==> src/common/osp_pkg.sv <==
// osp_pkg: constants, timing counts, register map and carrier types for
// the static programming controller of a one-time-programmable rom.
// assumes a 20 MHz system clock; all pin timing is counted in its cycles.
package osp_pkg;

  // ---------------------------------------------------------------
  // clock and device timing
  // ---------------------------------------------------------------
  localparam int CLK_MHZ   = 20;
  localparam int T_VS_NS   = 2000;   // supply setup before first pulse
  localparam int T_AS_NS   = 100;    // address setup
  localparam int T_DS_NS   = 100;    // data setup
  localparam int T_AH_NS   = 2000;   // address hold after pulse
  localparam int T_PW_NS   = 10000;  // program pulse, typical width
  localparam int T_OES_NS  = 2000;   // output gate setup
  localparam int T_ACC_NS  = 80;     // access time, longest
  // least times round up to whole cycles
  localparam int CYC_VS    = (T_VS_NS * CLK_MHZ + 999) / 1000;
  localparam int CYC_AS    = (T_AS_NS * CLK_MHZ + 999) / 1000;
  localparam int CYC_DS    = (T_DS_NS * CLK_MHZ + 999) / 1000;
  localparam int CYC_AH    = (T_AH_NS * CLK_MHZ + 999) / 1000;
  localparam int CYC_PW    = (T_PW_NS * CLK_MHZ) / 1000;
  localparam int CYC_OES   = (T_OES_NS * CLK_MHZ + 999) / 1000;
  localparam int CYC_ACC   = (T_ACC_NS * CLK_MHZ + 999) / 1000;
  localparam int CYC_SETUP = (CYC_AS > CYC_DS) ? CYC_AS : CYC_DS;
  localparam int CNT_W     = 8;

  // ---------------------------------------------------------------
  // pin widths
  // ---------------------------------------------------------------
  localparam int ADDR_W  = 21;
  localparam int LOW_W   = 8;
  localparam int HIGH_W  = ADDR_W - LOW_W;
  localparam int DATA_W  = 16;

  // ---------------------------------------------------------------
  // contact check codes
  // ---------------------------------------------------------------
  localparam logic [HIGH_W-1:0] CC_HI_A  = 13'h16AA;
  localparam logic [LOW_W-1:0]  CC_LO_A  = 8'hAA;
  localparam logic [DATA_W-1:0] CC_DQ_A  = 16'hAAAA;
  localparam logic [HIGH_W-1:0] CC_HI_B  = 13'h0955;
  localparam logic [LOW_W-1:0]  CC_LO_B  = 8'h55;
  localparam logic [DATA_W-1:0] CC_DQ_B  = 16'h5555;
  localparam logic [HIGH_W-1:0] CC_HI_X  = 13'h0000;
  localparam logic [LOW_W-1:0]  CC_LO_X  = 8'h00;
  localparam logic [DATA_W-1:0] CC_DQ_X  = 16'hFFFF;

  // ---------------------------------------------------------------
  // register map (byte offsets) and fields
  // ---------------------------------------------------------------
  localparam logic [7:0] OFS_CTRL   = 8'h00;
  localparam logic [7:0] OFS_ADDR   = 8'h04;
  localparam logic [7:0] OFS_WDATA  = 8'h08;
  localparam logic [7:0] OFS_STATUS = 8'h0C;
  localparam logic [7:0] OFS_RDATA  = 8'h10;
  localparam int CTRL_START  = 0;
  localparam int CTRL_OP_LSB = 1;
  localparam int CTRL_STATIC = 3;
  localparam int STS_BUSY    = 0;
  localparam int STS_DONE    = 1;
  localparam int STS_MATCH   = 2;

  // ---------------------------------------------------------------
  // carrier types
  // ---------------------------------------------------------------
  typedef enum logic [1:0] {OSP_OP_PROG, OSP_OP_VERIFY, OSP_OP_READ, OSP_OP_CHECK} osp_op_e;

  typedef struct packed {
    logic              start;
    osp_op_e           op;
    logic              static_sel;
    logic [ADDR_W-1:0] addr;
    logic [DATA_W-1:0] wdata;
  } osp_cmd_s;

  typedef struct packed {
    logic              busy;
    logic              done;
    logic              match;
    logic [DATA_W-1:0] rdata;
  } osp_sts_s;

  typedef struct packed {
    logic              static_mode_select;
    logic              addr_mux_select;
    logic              chip_sel_n;
    logic              out_gate_n;
    logic              out_gate_check;
    logic              vpp_prog;
    logic [HIGH_W-1:0] high_address_pins;
    logic [LOW_W-1:0]  low_address_pins;
    logic [DATA_W-1:0] dq_out;
    logic              dq_oe_n;
  } osp_pins_s;

endpackage

==> src/design/osp_apb_regs.sv <==
// osp_apb_regs: apb slave holding the controller's command word and reading back its status.
// assumes apb3 signalling on clk_i; answers with one wait state.
`timescale 1ns/1ns
module osp_apb_regs
  import osp_pkg::*;
(
  input  wire logic        clk_i,
  input  wire logic        sys_rst_i,
  input  wire logic        psel_i,
  input  wire logic        penable_i,
  input  wire logic        pwrite_i,
  input  wire logic [7:0]  paddr_i,
  input  wire logic [31:0] pwdata_i,
  output logic      [31:0] prdata_o,
  output logic             pready_o,
  output logic             pslverr_o,
  output osp_cmd_s         cmd_o,
  input  wire osp_sts_s    sts_i
);

  logic access;
  logic known;

  // access phase seen, answer given on the following edge
  assign access = psel_i & penable_i & ~pready_o;
  assign known  = (paddr_i == OFS_CTRL) || (paddr_i == OFS_ADDR) || (paddr_i == OFS_WDATA)
               || (paddr_i == OFS_STATUS) || (paddr_i == OFS_RDATA);

  // ---------------------------------------------------------------
  // bus answer
  // ---------------------------------------------------------------
  always_ff @(posedge clk_i)
  begin
    if (sys_rst_i)
    begin
      pready_o  <= 1'b0;
      pslverr_o <= 1'b0;
      prdata_o  <= 32'h0000_0000;
    end
    else
    begin
      pready_o  <= access;
      pslverr_o <= access & ~known;   // unmapped address is an error
      prdata_o  <= 32'h0000_0000;
      if (access && !pwrite_i)
      begin
        if (paddr_i == OFS_CTRL)
          prdata_o <= {28'h0000000, cmd_o.static_sel, cmd_o.op, 1'b0};
        else if (paddr_i == OFS_ADDR)
          prdata_o <= {11'h000, cmd_o.addr};
        else if (paddr_i == OFS_WDATA)
          prdata_o <= {16'h0000, cmd_o.wdata};
        else if (paddr_i == OFS_STATUS)
          prdata_o <= {29'h00000000, sts_i.match, sts_i.done, sts_i.busy};
        else if (paddr_i == OFS_RDATA)
          prdata_o <= {16'h0000, sts_i.rdata};
      end
    end
  end

  // ---------------------------------------------------------------
  // command registers; start is a one-cycle pulse
  // ---------------------------------------------------------------
  always_ff @(posedge clk_i)
  begin
    if (sys_rst_i)
    begin
      cmd_o <= '0;
    end
    else
    begin
      cmd_o.start <= 1'b0;
      if (access && pwrite_i)
      begin
        if (paddr_i == OFS_CTRL)
        begin
          cmd_o.start      <= pwdata_i[CTRL_START];
          cmd_o.op         <= osp_op_e'(pwdata_i[CTRL_OP_LSB +: 2]);
          cmd_o.static_sel <= pwdata_i[CTRL_STATIC];
        end
        else if (paddr_i == OFS_ADDR)
          cmd_o.addr <= pwdata_i[ADDR_W-1:0];
        else if (paddr_i == OFS_WDATA)
          cmd_o.wdata <= pwdata_i[DATA_W-1:0];
      end
    end
  end

endmodule

==> src/design/osp_prog_ctrl.sv <==
// osp_prog_ctrl: programmer-side controller for the static programming
// port of an otp rom: program, verify, read and contact check of one word.
// assumes the rom pins are wired to pins_o/dq_i through level shifters that
// turn vpp_prog into the programming supply and out_gate_check into the
// distinctive high gate voltage; dq_i is synchronous to clk_i.
`timescale 1ns/1ns

// Behaviour
// - program a word with chip select low, gate high, one 10 us pulse.
// - with programming supply high, change address only while chip select is high.
// - verify: chip select and gate low, device drives stored word for comparison.
// - keep program and verify as separate passes, seconds apart; the controller leaves the spacing to software.
// - one program pulse per word; program words consecutively.
// - chip select low plus high gate voltage enters contact check mode.
// - contact check order: power, chip select low, raise gate, apply codes; the first code is applied on the same edge as the gate.
module osp_prog_ctrl
  import osp_pkg::*;
#(
  parameter int ADDR_BITS = 21,
  parameter int DATA_BITS = 16
)
(
  input  wire logic        clk_i,
  input  wire logic        sys_rst_i,
  input  wire logic        psel_i,
  input  wire logic        penable_i,
  input  wire logic        pwrite_i,
  input  wire logic [7:0]  paddr_i,
  input  wire logic [31:0] pwdata_i,
  output logic      [31:0] prdata_o,
  output logic             pready_o,
  output logic             pslverr_o,
  output osp_pins_s        pins_o,
  input  wire logic [15:0] dq_i
);

  // ---------------------------------------------------------------
  // elaboration checks
  // ---------------------------------------------------------------
  if (ADDR_BITS != ADDR_W || DATA_BITS != DATA_W)
  begin : g_bad_width
    $error("pin widths must match the package carrier types");
  end
  if (CYC_PW >= (1 << CNT_W) || CYC_OES + CYC_VS >= (1 << CNT_W))
  begin : g_bad_count
    $error("timing counter too narrow");
  end

  typedef enum {ST_IDLE, ST_SETUP, ST_PULSE, ST_HOLD, ST_GATE, ST_SENSE, ST_DONE} osp_state_e;

  osp_state_e        state;
  osp_cmd_s          cmd;
  osp_sts_s          sts;
  osp_op_e           op;
  logic [CNT_W-1:0]  cnt;
  logic [1:0]        probe;
  logic              cnt_zero;
  logic [DATA_W-1:0] expect_dq;

  assign cnt_zero = (cnt == '0);

  // ---------------------------------------------------------------
  // register slave
  // ---------------------------------------------------------------
  osp_apb_regs u_regs (
    .clk_i     (clk_i),
    .sys_rst_i (sys_rst_i),
    .psel_i    (psel_i),
    .penable_i (penable_i),
    .pwrite_i  (pwrite_i),
    .paddr_i   (paddr_i),
    .pwdata_i  (pwdata_i),
    .prdata_o  (prdata_o),
    .pready_o  (pready_o),
    .pslverr_o (pslverr_o),
    .cmd_o     (cmd),
    .sts_i     (sts)
  );

  // expected word for the current sense step
  always_comb
  begin
    expect_dq = cmd.wdata;
    if (op == OSP_OP_CHECK)
    begin
      if (probe == 2'd0)
        expect_dq = CC_DQ_A;
      else if (probe == 2'd1)
        expect_dq = CC_DQ_B;
      else
        expect_dq = CC_DQ_X;
    end
  end

  // ---------------------------------------------------------------
  // pin sequencer: state, timer and all pin levels
  // ---------------------------------------------------------------
  always_ff @(posedge clk_i)
  begin
    if (sys_rst_i)
    begin
      state                     <= ST_IDLE;
      op                        <= OSP_OP_PROG;
      cnt                       <= '0;
      probe                     <= 2'd0;
      pins_o                    <= '0;
      pins_o.static_mode_select <= 1'b0;
      pins_o.chip_sel_n         <= 1'b1;
      pins_o.out_gate_n         <= 1'b1;
      pins_o.dq_oe_n            <= 1'b1;
    end
    else
    begin
      if (!cnt_zero)
        cnt <= cnt - 1'b1;
      // mux select held low; device also pulls it down
      pins_o.addr_mux_select <= 1'b0;
      case (state)
        ST_IDLE:
        begin
          pins_o.static_mode_select <= cmd.static_sel;
          if (cmd.start && cmd.static_sel)
          begin
            op    <= cmd.op;
            probe <= 2'd0;
            state <= ST_SETUP;
            // address moves only while chip select is high
            pins_o.chip_sel_n        <= 1'b1;
            pins_o.out_gate_n        <= 1'b1;
            pins_o.high_address_pins <= cmd.addr[ADDR_W-1:LOW_W];
            pins_o.low_address_pins  <= cmd.addr[LOW_W-1:0];
            pins_o.dq_out            <= cmd.wdata;
            pins_o.dq_oe_n           <= (cmd.op != OSP_OP_PROG);
            // supply raised for program and verify only
            pins_o.vpp_prog <= (cmd.op == OSP_OP_PROG) || (cmd.op == OSP_OP_VERIFY);
            if (cmd.op == OSP_OP_PROG)
              cnt <= CNT_W'(CYC_VS + CYC_SETUP);
            else if (cmd.op == OSP_OP_VERIFY)
              cnt <= CNT_W'(CYC_VS + CYC_OES);
            else
              cnt <= CNT_W'(CYC_SETUP);
          end
        end
        ST_SETUP:
        begin
          if (cnt_zero)
          begin
            pins_o.chip_sel_n <= 1'b0;
            if (op == OSP_OP_PROG)
            begin
              // single pulse of typical width, gate high
              cnt   <= CNT_W'(CYC_PW);
              state <= ST_PULSE;
            end
            else if (op == OSP_OP_CHECK)
            begin
              // chip select low first, gate raised next
              cnt   <= CNT_W'(CYC_SETUP);
              state <= ST_GATE;
            end
            else
            begin
              // gate low so the device drives the word
              pins_o.out_gate_n <= 1'b0;
              cnt               <= CNT_W'(CYC_ACC + 1);
              state             <= ST_SENSE;
            end
          end
        end
        ST_PULSE:
        begin
          if (cnt_zero)
          begin
            // exactly one pulse, then back to inhibit
            pins_o.chip_sel_n <= 1'b1;
            cnt               <= CNT_W'(CYC_AH);
            state             <= ST_HOLD;
          end
        end
        ST_HOLD:
        begin
          // address and data still held for the hold time
          if (cnt_zero)
            state <= ST_DONE;
        end
        ST_GATE:
        begin
          if (cnt_zero)
          begin
            // high gate voltage with chip select low
            pins_o.out_gate_check    <= 1'b1;
            pins_o.high_address_pins <= CC_HI_A;
            pins_o.low_address_pins  <= CC_LO_A;
            cnt                      <= CNT_W'(CYC_OES + CYC_ACC);
            state                    <= ST_SENSE;
          end
        end
        ST_SENSE:
        begin
          if (cnt_zero)
          begin
            if (op == OSP_OP_CHECK && probe != 2'd2)
            begin
              // next check code, chip select stays low
              probe <= probe + 2'd1;
              cnt   <= CNT_W'(CYC_ACC + 1);
              if (probe == 2'd0)
              begin
                pins_o.high_address_pins <= CC_HI_B;
                pins_o.low_address_pins  <= CC_LO_B;
              end
              else
              begin
                pins_o.high_address_pins <= CC_HI_X;
                pins_o.low_address_pins  <= CC_LO_X;
              end
            end
            else
              state <= ST_DONE;
          end
        end
        ST_DONE:
        begin
          // release data drive, deselect, drop gate and supply; address stays driven; device floats its outputs
          pins_o.chip_sel_n     <= 1'b1;
          pins_o.out_gate_n     <= 1'b1;
          pins_o.out_gate_check <= 1'b0;
          pins_o.vpp_prog       <= 1'b0;
          pins_o.dq_oe_n        <= 1'b1;
          state                 <= ST_IDLE;
        end
        default:
          state <= ST_IDLE;
      endcase
    end
  end

  // ---------------------------------------------------------------
  // status: busy, sticky done, match and captured word
  // ---------------------------------------------------------------
  // verify is its own command; software spaces it from program
  always_ff @(posedge clk_i)
  begin
    if (sys_rst_i)
    begin
      sts <= '0;
    end
    else
    begin
      if (state == ST_IDLE && cmd.start && cmd.static_sel)
      begin
        sts.busy  <= 1'b1;
        sts.done  <= 1'b0;
        sts.match <= 1'b1;
      end
      else if (state == ST_DONE)
      begin
        sts.busy <= 1'b0;
        sts.done <= 1'b1;
      end
      if (state == ST_SENSE && cnt_zero)
      begin
        sts.rdata <= dq_i;
        // read only captures; verify and check compare
        if (op != OSP_OP_READ && dq_i != expect_dq)
          sts.match <= 1'b0;
      end
    end
  end

endmodule

==> config.mk <==
export PLATFORM = sky130hd
export DESIGN_NAME = osp_prog_ctrl
export DESIGN_NICKNAME = d
export VERILOG_FILES = /design/src/common/osp_pkg.sv /design/src/design/osp_apb_regs.sv /design/src/design/osp_prog_ctrl.sv
export SDC_FILE = /design/constraint.sdc
export NUM_CORES = 1
export LEC_CHECK = 0
export ABC_AREA = 0
export BUFFER_PORTS_ARGS = -buffer_cell sky130_fd_sc_hd__buf_2
export CORE_AREA = 2 2 110 219
export CTS_CLUSTER_DIAMETER = 80
export DETAILED_ROUTE_END_ITERATION = 12
export DIE_AREA = 0 0 112 221
export PLACE_DENSITY_LB_ADDON = 0.12
export SYNTH_ARGS = -nofsm -noshare
export SYNTH_HDL_FRONTEND = slang
export SYNTH_HIERARCHICAL = 1
export SYNTH_SLANG_ARGS = --single-unit
==> constraint.sdc <==
create_clock -name clk_i -period 1.8 [get_ports clk_i]
set_input_delay 0.36 -clock clk_i [delete_from_list [all_inputs] [get_ports clk_i]]
set_output_delay 0.36 -clock clk_i [all_outputs]
set_load 0.02 [all_outputs]
## Word-level counts from Yosys, hierarchy flattened

Index checks and enable logic that the tools add are counted.

- Reductions and logical operators: 45
- Equal/unequal tests: 28
- Muxes and demuxes: 55
- Add/subtract/negate cells: 2
- Bitwise operators: 9

Operators by type and width:

| operator | count |
|---|---|
| 32-bit 2-to-1 mux | 7 |
| 32-bit one-hot mux with 6 select lines | 1 |
| 21-bit 2-to-1 mux | 6 |
| 32-bit by 3-bit == test with 1-bit output, second input constant | 3 |
| 8-bit 2-to-1 mux | 9 |
| 32-bit by 2-bit == test with 1-bit output, second input constant | 2 |
| 32-bit by 4-bit == test with 1-bit output, second input constant | 2 |
| 32-bit zero test | 2 |
| 16-bit 2-to-1 mux | 4 |
| 21-bit one-hot mux with 3 select lines | 1 |
| 8-bit one-hot mux with 5 select lines | 1 |
| 39-bit 2-to-1 mux | 1 |
| 32-bit by 1-bit == test with 1-bit output, second input constant | 1 |
| 2-bit != test, second input constant | 12 |
| 20-bit 2-to-1 mux | 1 |
| 17-bit 2-to-1 mux | 1 |
| 8-bit by 4-bit == test with 1-bit output, second input constant | 2 |
| 8-bit zero test | 2 |
| 16-bit != test | 1 |
| 2-bit 2-to-1 mux | 7 |
| 4-bit AND reduction | 3 |
| 5-bit AND reduction | 2 |
| 2-bit nonzero test | 5 |
| 8-bit by 3-bit == test with 1-bit output, second input constant | 1 |
| 27 further kinds | 62 |

- Output and inout port bits: 78
- Register bits: 182
- Input port bits: 61

## Logic depth before layout (Yosys ltp)

- Depth in word-level cells: 8
- Mapped depth: 9

## By module

Netlist, hierarchy kept.

Modules (own cells, without submodules):

| module | area each (um2) | instances | cells each |
|---|---|---|---|
| osp_prog_ctrl | 3900.0 | 1 | 445 |
| osp_apb_regs | 2682.6 | 1 | 313 |

## Worst setup path before layout

No wires, ideal clock.

- Path type: register to register
- Start point: register probe[0]
- End point: register pins_o[18] (netlist name)
- Arrival time: 1704 ps
- Clock period less this slack: 1855 ps
- Path buffers: 1
- Stages on the path, launching flop included: 8
- Setup slack: -55 ps
- Setup time: 152 ps
- Required time: 1648 ps
- Cell sequence: dfxtp_1 -> inv_1 -> ha_1 -> nand3b_1 -> a21oi_1 -> a21boi_1 -> buf_2 -> a221oi_2

- Word-level cells in the longest chain between the ends: 4

Ends and longest elaborated chain:

| what | line | RTL |
|---|---|---|
| from (decl) | osp_prog_ctrl.sv:56 | `logic [1:0] probe;` |
| from (signal assigned) | osp_prog_ctrl.sv:205 | `probe <= probe + 2'd1;` |
| 2-bit != test | osp_prog_ctrl.sv:202 | `if (op == OSP_OP_CHECK && probe != 2'd2)` |
| 1-bit logical AND | osp_prog_ctrl.sv:202 |  |
| 2-bit != test (no line) | n/a |  |
| 5-bit AND reduction (no line) | n/a |  |
| to (decl) | osp_prog_ctrl.sv:33 | `output osp_pins_s pins_o,` |

Every way passes these cells.
A chain may end at the register's enable or synchronous reset.

## Worst setup path after layout

- Start point: register cnt[2]
- End point: register cnt[0]

- Word-level cells in the longest chain between the ends: 5

Ends and longest elaborated chain:

| what | line | RTL |
|---|---|---|
| from (decl) | osp_prog_ctrl.sv:55 | `logic [CNT_W-1:0] cnt;` |
| from (signal assigned) | osp_prog_ctrl.sv:115 | `cnt <= cnt - 1'b1;` |
| from (signal assigned) | osp_prog_ctrl.sv:137 | `cnt <= CNT_W'(CYC_VS + CYC_SETUP);` |
| from (signal assigned) | osp_prog_ctrl.sv:139 | `cnt <= CNT_W'(CYC_VS + CYC_OES);` |
| 8-bit zero test (*) | osp_prog_ctrl.sv:60 | `assign cnt_zero = (cnt == '0);` |
| 8-bit 2-to-1 mux | osp_prog_ctrl.sv:114 | `if (!cnt_zero)` |
| 8-bit 2-to-1 mux | osp_prog_ctrl.sv:202 |  |
| 8-bit 2-to-1 mux | osp_prog_ctrl.sv:200 | `if (cnt_zero)` |
| 8-bit one-hot mux with 5 select lines (*) | osp_prog_ctrl.sv:118 | `case (state)` |

Mark *: on every way between the ends. The rest lies on a longest branch, timed or not.

==> impl_metrics.toml <==
[status]
status = "completed"

[synthesis]
synth_flop_cell = "dfxtp_1"
yosysWarnings = 6
avgSynthCellArea_um2 = 8.68
synth_top_family_by_area = "simple AND/OR/NAND/NOR gates"
yosysSeqAreaShare_pct = 42.9
synth_seq_cells = 141
synthMuxAreaShare_pct = 3.84
synth-simple-area-share_pct = 22.2
async_flop_share_pct = 0
synth_fa_ha_area_share_pct = 1.71
synth_cell_types = 77
synth_xor_area_share_pct = 2.79
synth-compound-area-share_pct = 19.1
netlist_area_um2 = 6580
synth_cells = 758
synth_edf_count = 0

[route]
wire_per_inst_um = 18.6
drc = 0
drt_iter0_drc = 236
drtAntennaViolNets = 0
via_count = 5978
dr.pass1.iters = 5
via_per_inst = 4.84
totalWireLength_mm = 23.0

[pwr]
switching_share_pct = 25.7
clkPwrFrac_pct = 45.2
p_sw_mw = 2.24
p_leak_nw = 3.59
power_frac_comb_pct = 17.3
internal-power_mw = 6.50
vdd_drop_max_mv = 0.651
p_per_area_nw_per_um2 = 991
seqPwrFrac_pct = 37.5

[timing]
setup_ws_ns = 0.0255
finalHoldViolCount = 0
grt_setup_unrepaired = "yes"
period_share_pct = 98.6
skew_ns = 0.00947
period_needed_ns = 1.77
final_max_slew_viol_count = 0
setup-violations-final = 0
fin_setup_tns_ns = 0
max_freq_mhz = 564

[worst_hold_path]
hold_path_end = "u_regs/cmd_o[32]$_SDFFE_PP0P_"
hp-start = "pwdata_i[16]"
min_path_type = "in -> reg"
hold_path_depth = 3

[setup_path]
startpoint = "cnt[2]$_SDFF_PP0_"
reg2reg_to = "cnt[0]$_SDFF_PP0_"
arrival_ns = 2.07
critPathMaxStageDelay_ns = 0.33
start_kind = "register"
critPathCaptureType = "register"
crit_fanout = 5
worst-path-buf-inv = 2
crit_family = "simple AND/OR/NAND/NOR gates"
crit_type = "reg -> reg"
critical_path_required_ns = 2.10
crit_chain = "nor4_4, and3_4, buf_4, inv_2, ha_1, a221oi_2, a21oi_1"
r2r_cells = 7
reg2reg_from = "cnt[2]$_SDFF_PP0_"
ff2ff_setup_slack_ns = 0.03
crit_slowest_cell = "dfxtp_2"
path_depth = 7

[finish]
drive_gt1_share_pct = 31.8
layout.nets = 1011
areaGrowthSynthToFinish_pct = 34.2
diodes = 0
layout_commonest_cell = "nand2_1"
final_cell_mix = "nand2_1 (150), dfxtp_1 (136), buf_2 (114)"

[floorplan]
die_area_um2 = 24800
fp.coreArea_um2 = 23100
die_h_um = 221
rows = 79
io_pins = 139
start_util_pct = 28.5
fp.dieW_um = 112

[clocking]
cts_sinks = 141
cts_tree = "built"
path_clk_slew_ns = 0.06
clock_latency_ns = 0.44
cts_max_level = 4
cts.path.max_buffers = 2
numCtsBuffers = 17
root_buffer = "clkbuf_16"

[global_routing]
grt_pass1_vias = 6204
grt.overflow.total = 0
grt_max_degree = 93
grt_first_pass_wirelength_mm = 35.6
antenna_found_initial = 0
grt.total_usage_pct = 18.8

[placement]
port_buffers = 115
dp_hpwl_mm = 17.8
globalplace.congestion = 0.829
pre_cts_ws_ns = -0.178

[job]
drv_cap = 0
## registers in the layout (all words and copies together) (netlist names)
| signal | cells |
|---|---|
| pins_o | 43 |
| u_regs/cmd_o | 41 |
| u_regs/prdata_o | 21 |
| sts | 19 |
| cnt | 8 |
| state | 3 |
| op | 2 |
| probe | 2 |
| u_regs/pready_o | 1 |
| u_regs/pslverr_o | 1 |
## synth_stat cells, drive strengths merged, types with 4 or more instances
cell type / count / share of area [%]
a21oi: 79 / 6.0
a221oi: 23 / 5.1
a22o: 8 / 1.1
a22oi: 10 / 1.1
a31oi: 5 / 0.70
and3: 10 / 0.97
and3b: 4 / 0.53
buf: 34 / 3.7
clkbuf: 27 / 1.7
dfxtp: 141 / 43
ha: 9 / 1.7
inv: 34 / 1.9
mux2i: 23 / 3.5
nand2: 150 / 8.6
nand2b: 9 / 0.86
nand3: 5 / 0.57
nand3b: 5 / 0.57
nand4: 7 / 0.67
nor2: 54 / 3.1
nor2b: 8 / 0.76
nor3: 9 / 0.76
nor3b: 5 / 0.65
nor4: 10 / 1.4
o211ai: 4 / 0.67
o21ai: 9 / 0.68
xnor2: 16 / 2.1
xor2: 5 / 0.67
## worst min-delay path, stage by stage
cell     delay [ns]
buf_2          0.09
nand2_1        0.04
a21oi_1        0.05
## power groups by stage
stage | registers (mW) | clock network, mW | logic (mW)
4_1_cts | 3.28 | 4.06 | 1.51
3_5_place_dp | 3.35 | 0 | 1.41
3_3_place_gp | 3.35 | 0 | 1.41
2_1_floorplan | 3.36 | 0 | 0.838
6_report | 3.28 | 3.95 | 1.51
5_1_grt | 3.29 | 4.17 | 1.68
## per-stage QoR
step	total power, mW	cells	hold slack (ns)	util (%)	cell area (um^2)
6_report	8.75	1235	0.162	38.2	8830
5_1_grt	9.14	1235	0.151	38.2	8830
4_1_cts	8.85	1234	0.140	38.0	8790
3_5_place_dp	4.76	1203	0.444	34.9	8070
3_3_place_gp	4.76	1203	0.440	34.9	8070
2_1_floorplan	4.20	768	0.438	-	6630
## kinds of logic (layout without fill, tap and decap cells)
logic type	after synthesis	in the layout
AND/OR/NAND/NOR	298	298
XOR/XNOR	21	21
multiplexers	25	25
flip-flops	141	141
AO/OA/AOI/OAI	167	167
other	2	12
adder cells (fa/ha/maj)	9	9
buffers and inverters	95	279
## what timing repair did
action | in CTS | in global routing
hold endpoints to repair | 0 | 0
hold buffers | 0 | 0
pin swaps | 3 | 4
buffers inserted | 1 | 1
gates resized for setup | 12 | 13
setup endpoints to repair | 46 | 32
cloned | 0 | 0
## per-layer routing
metal / global-route usage (%) / vias up / share of wire, %
met3: 4.25 / 31 / 3.9
met5: 0 / - / 0
met2: 35.8 / 128 / 57
met4: 7.47 / 0 / 2.6
met1: 19.7 / 2846 / 37
li1: - / 2973 / -
## how the worst max path moves through the flow
stage	slack (ns)	end
after global routing	-0.07	cnt[0]$_SDFF_PP0_
after CTS	0.001	cnt[0]$_SDFF_PP0_
final	0.03	cnt[0]$_SDFF_PP0_
after global placement	-0.18	pins_o[22]$_SDFFE_PP0P_
after detailed placement	-0.18	pins_o[22]$_SDFFE_PP0P_
after floorplan	0.04	pins_o[17]$_SDFFE_PP0P_
## area by class of cell
class	count	area, um^2
timing repair buffer	215	1490
multi-input combinational	532	3370
inverter	34	128
clock buffer	20	467
sequential	141	2830
clock inverter	10	186
fill	2493	14300
tap	283	354
No activity file was read; power rests on OpenSTA's default activity.
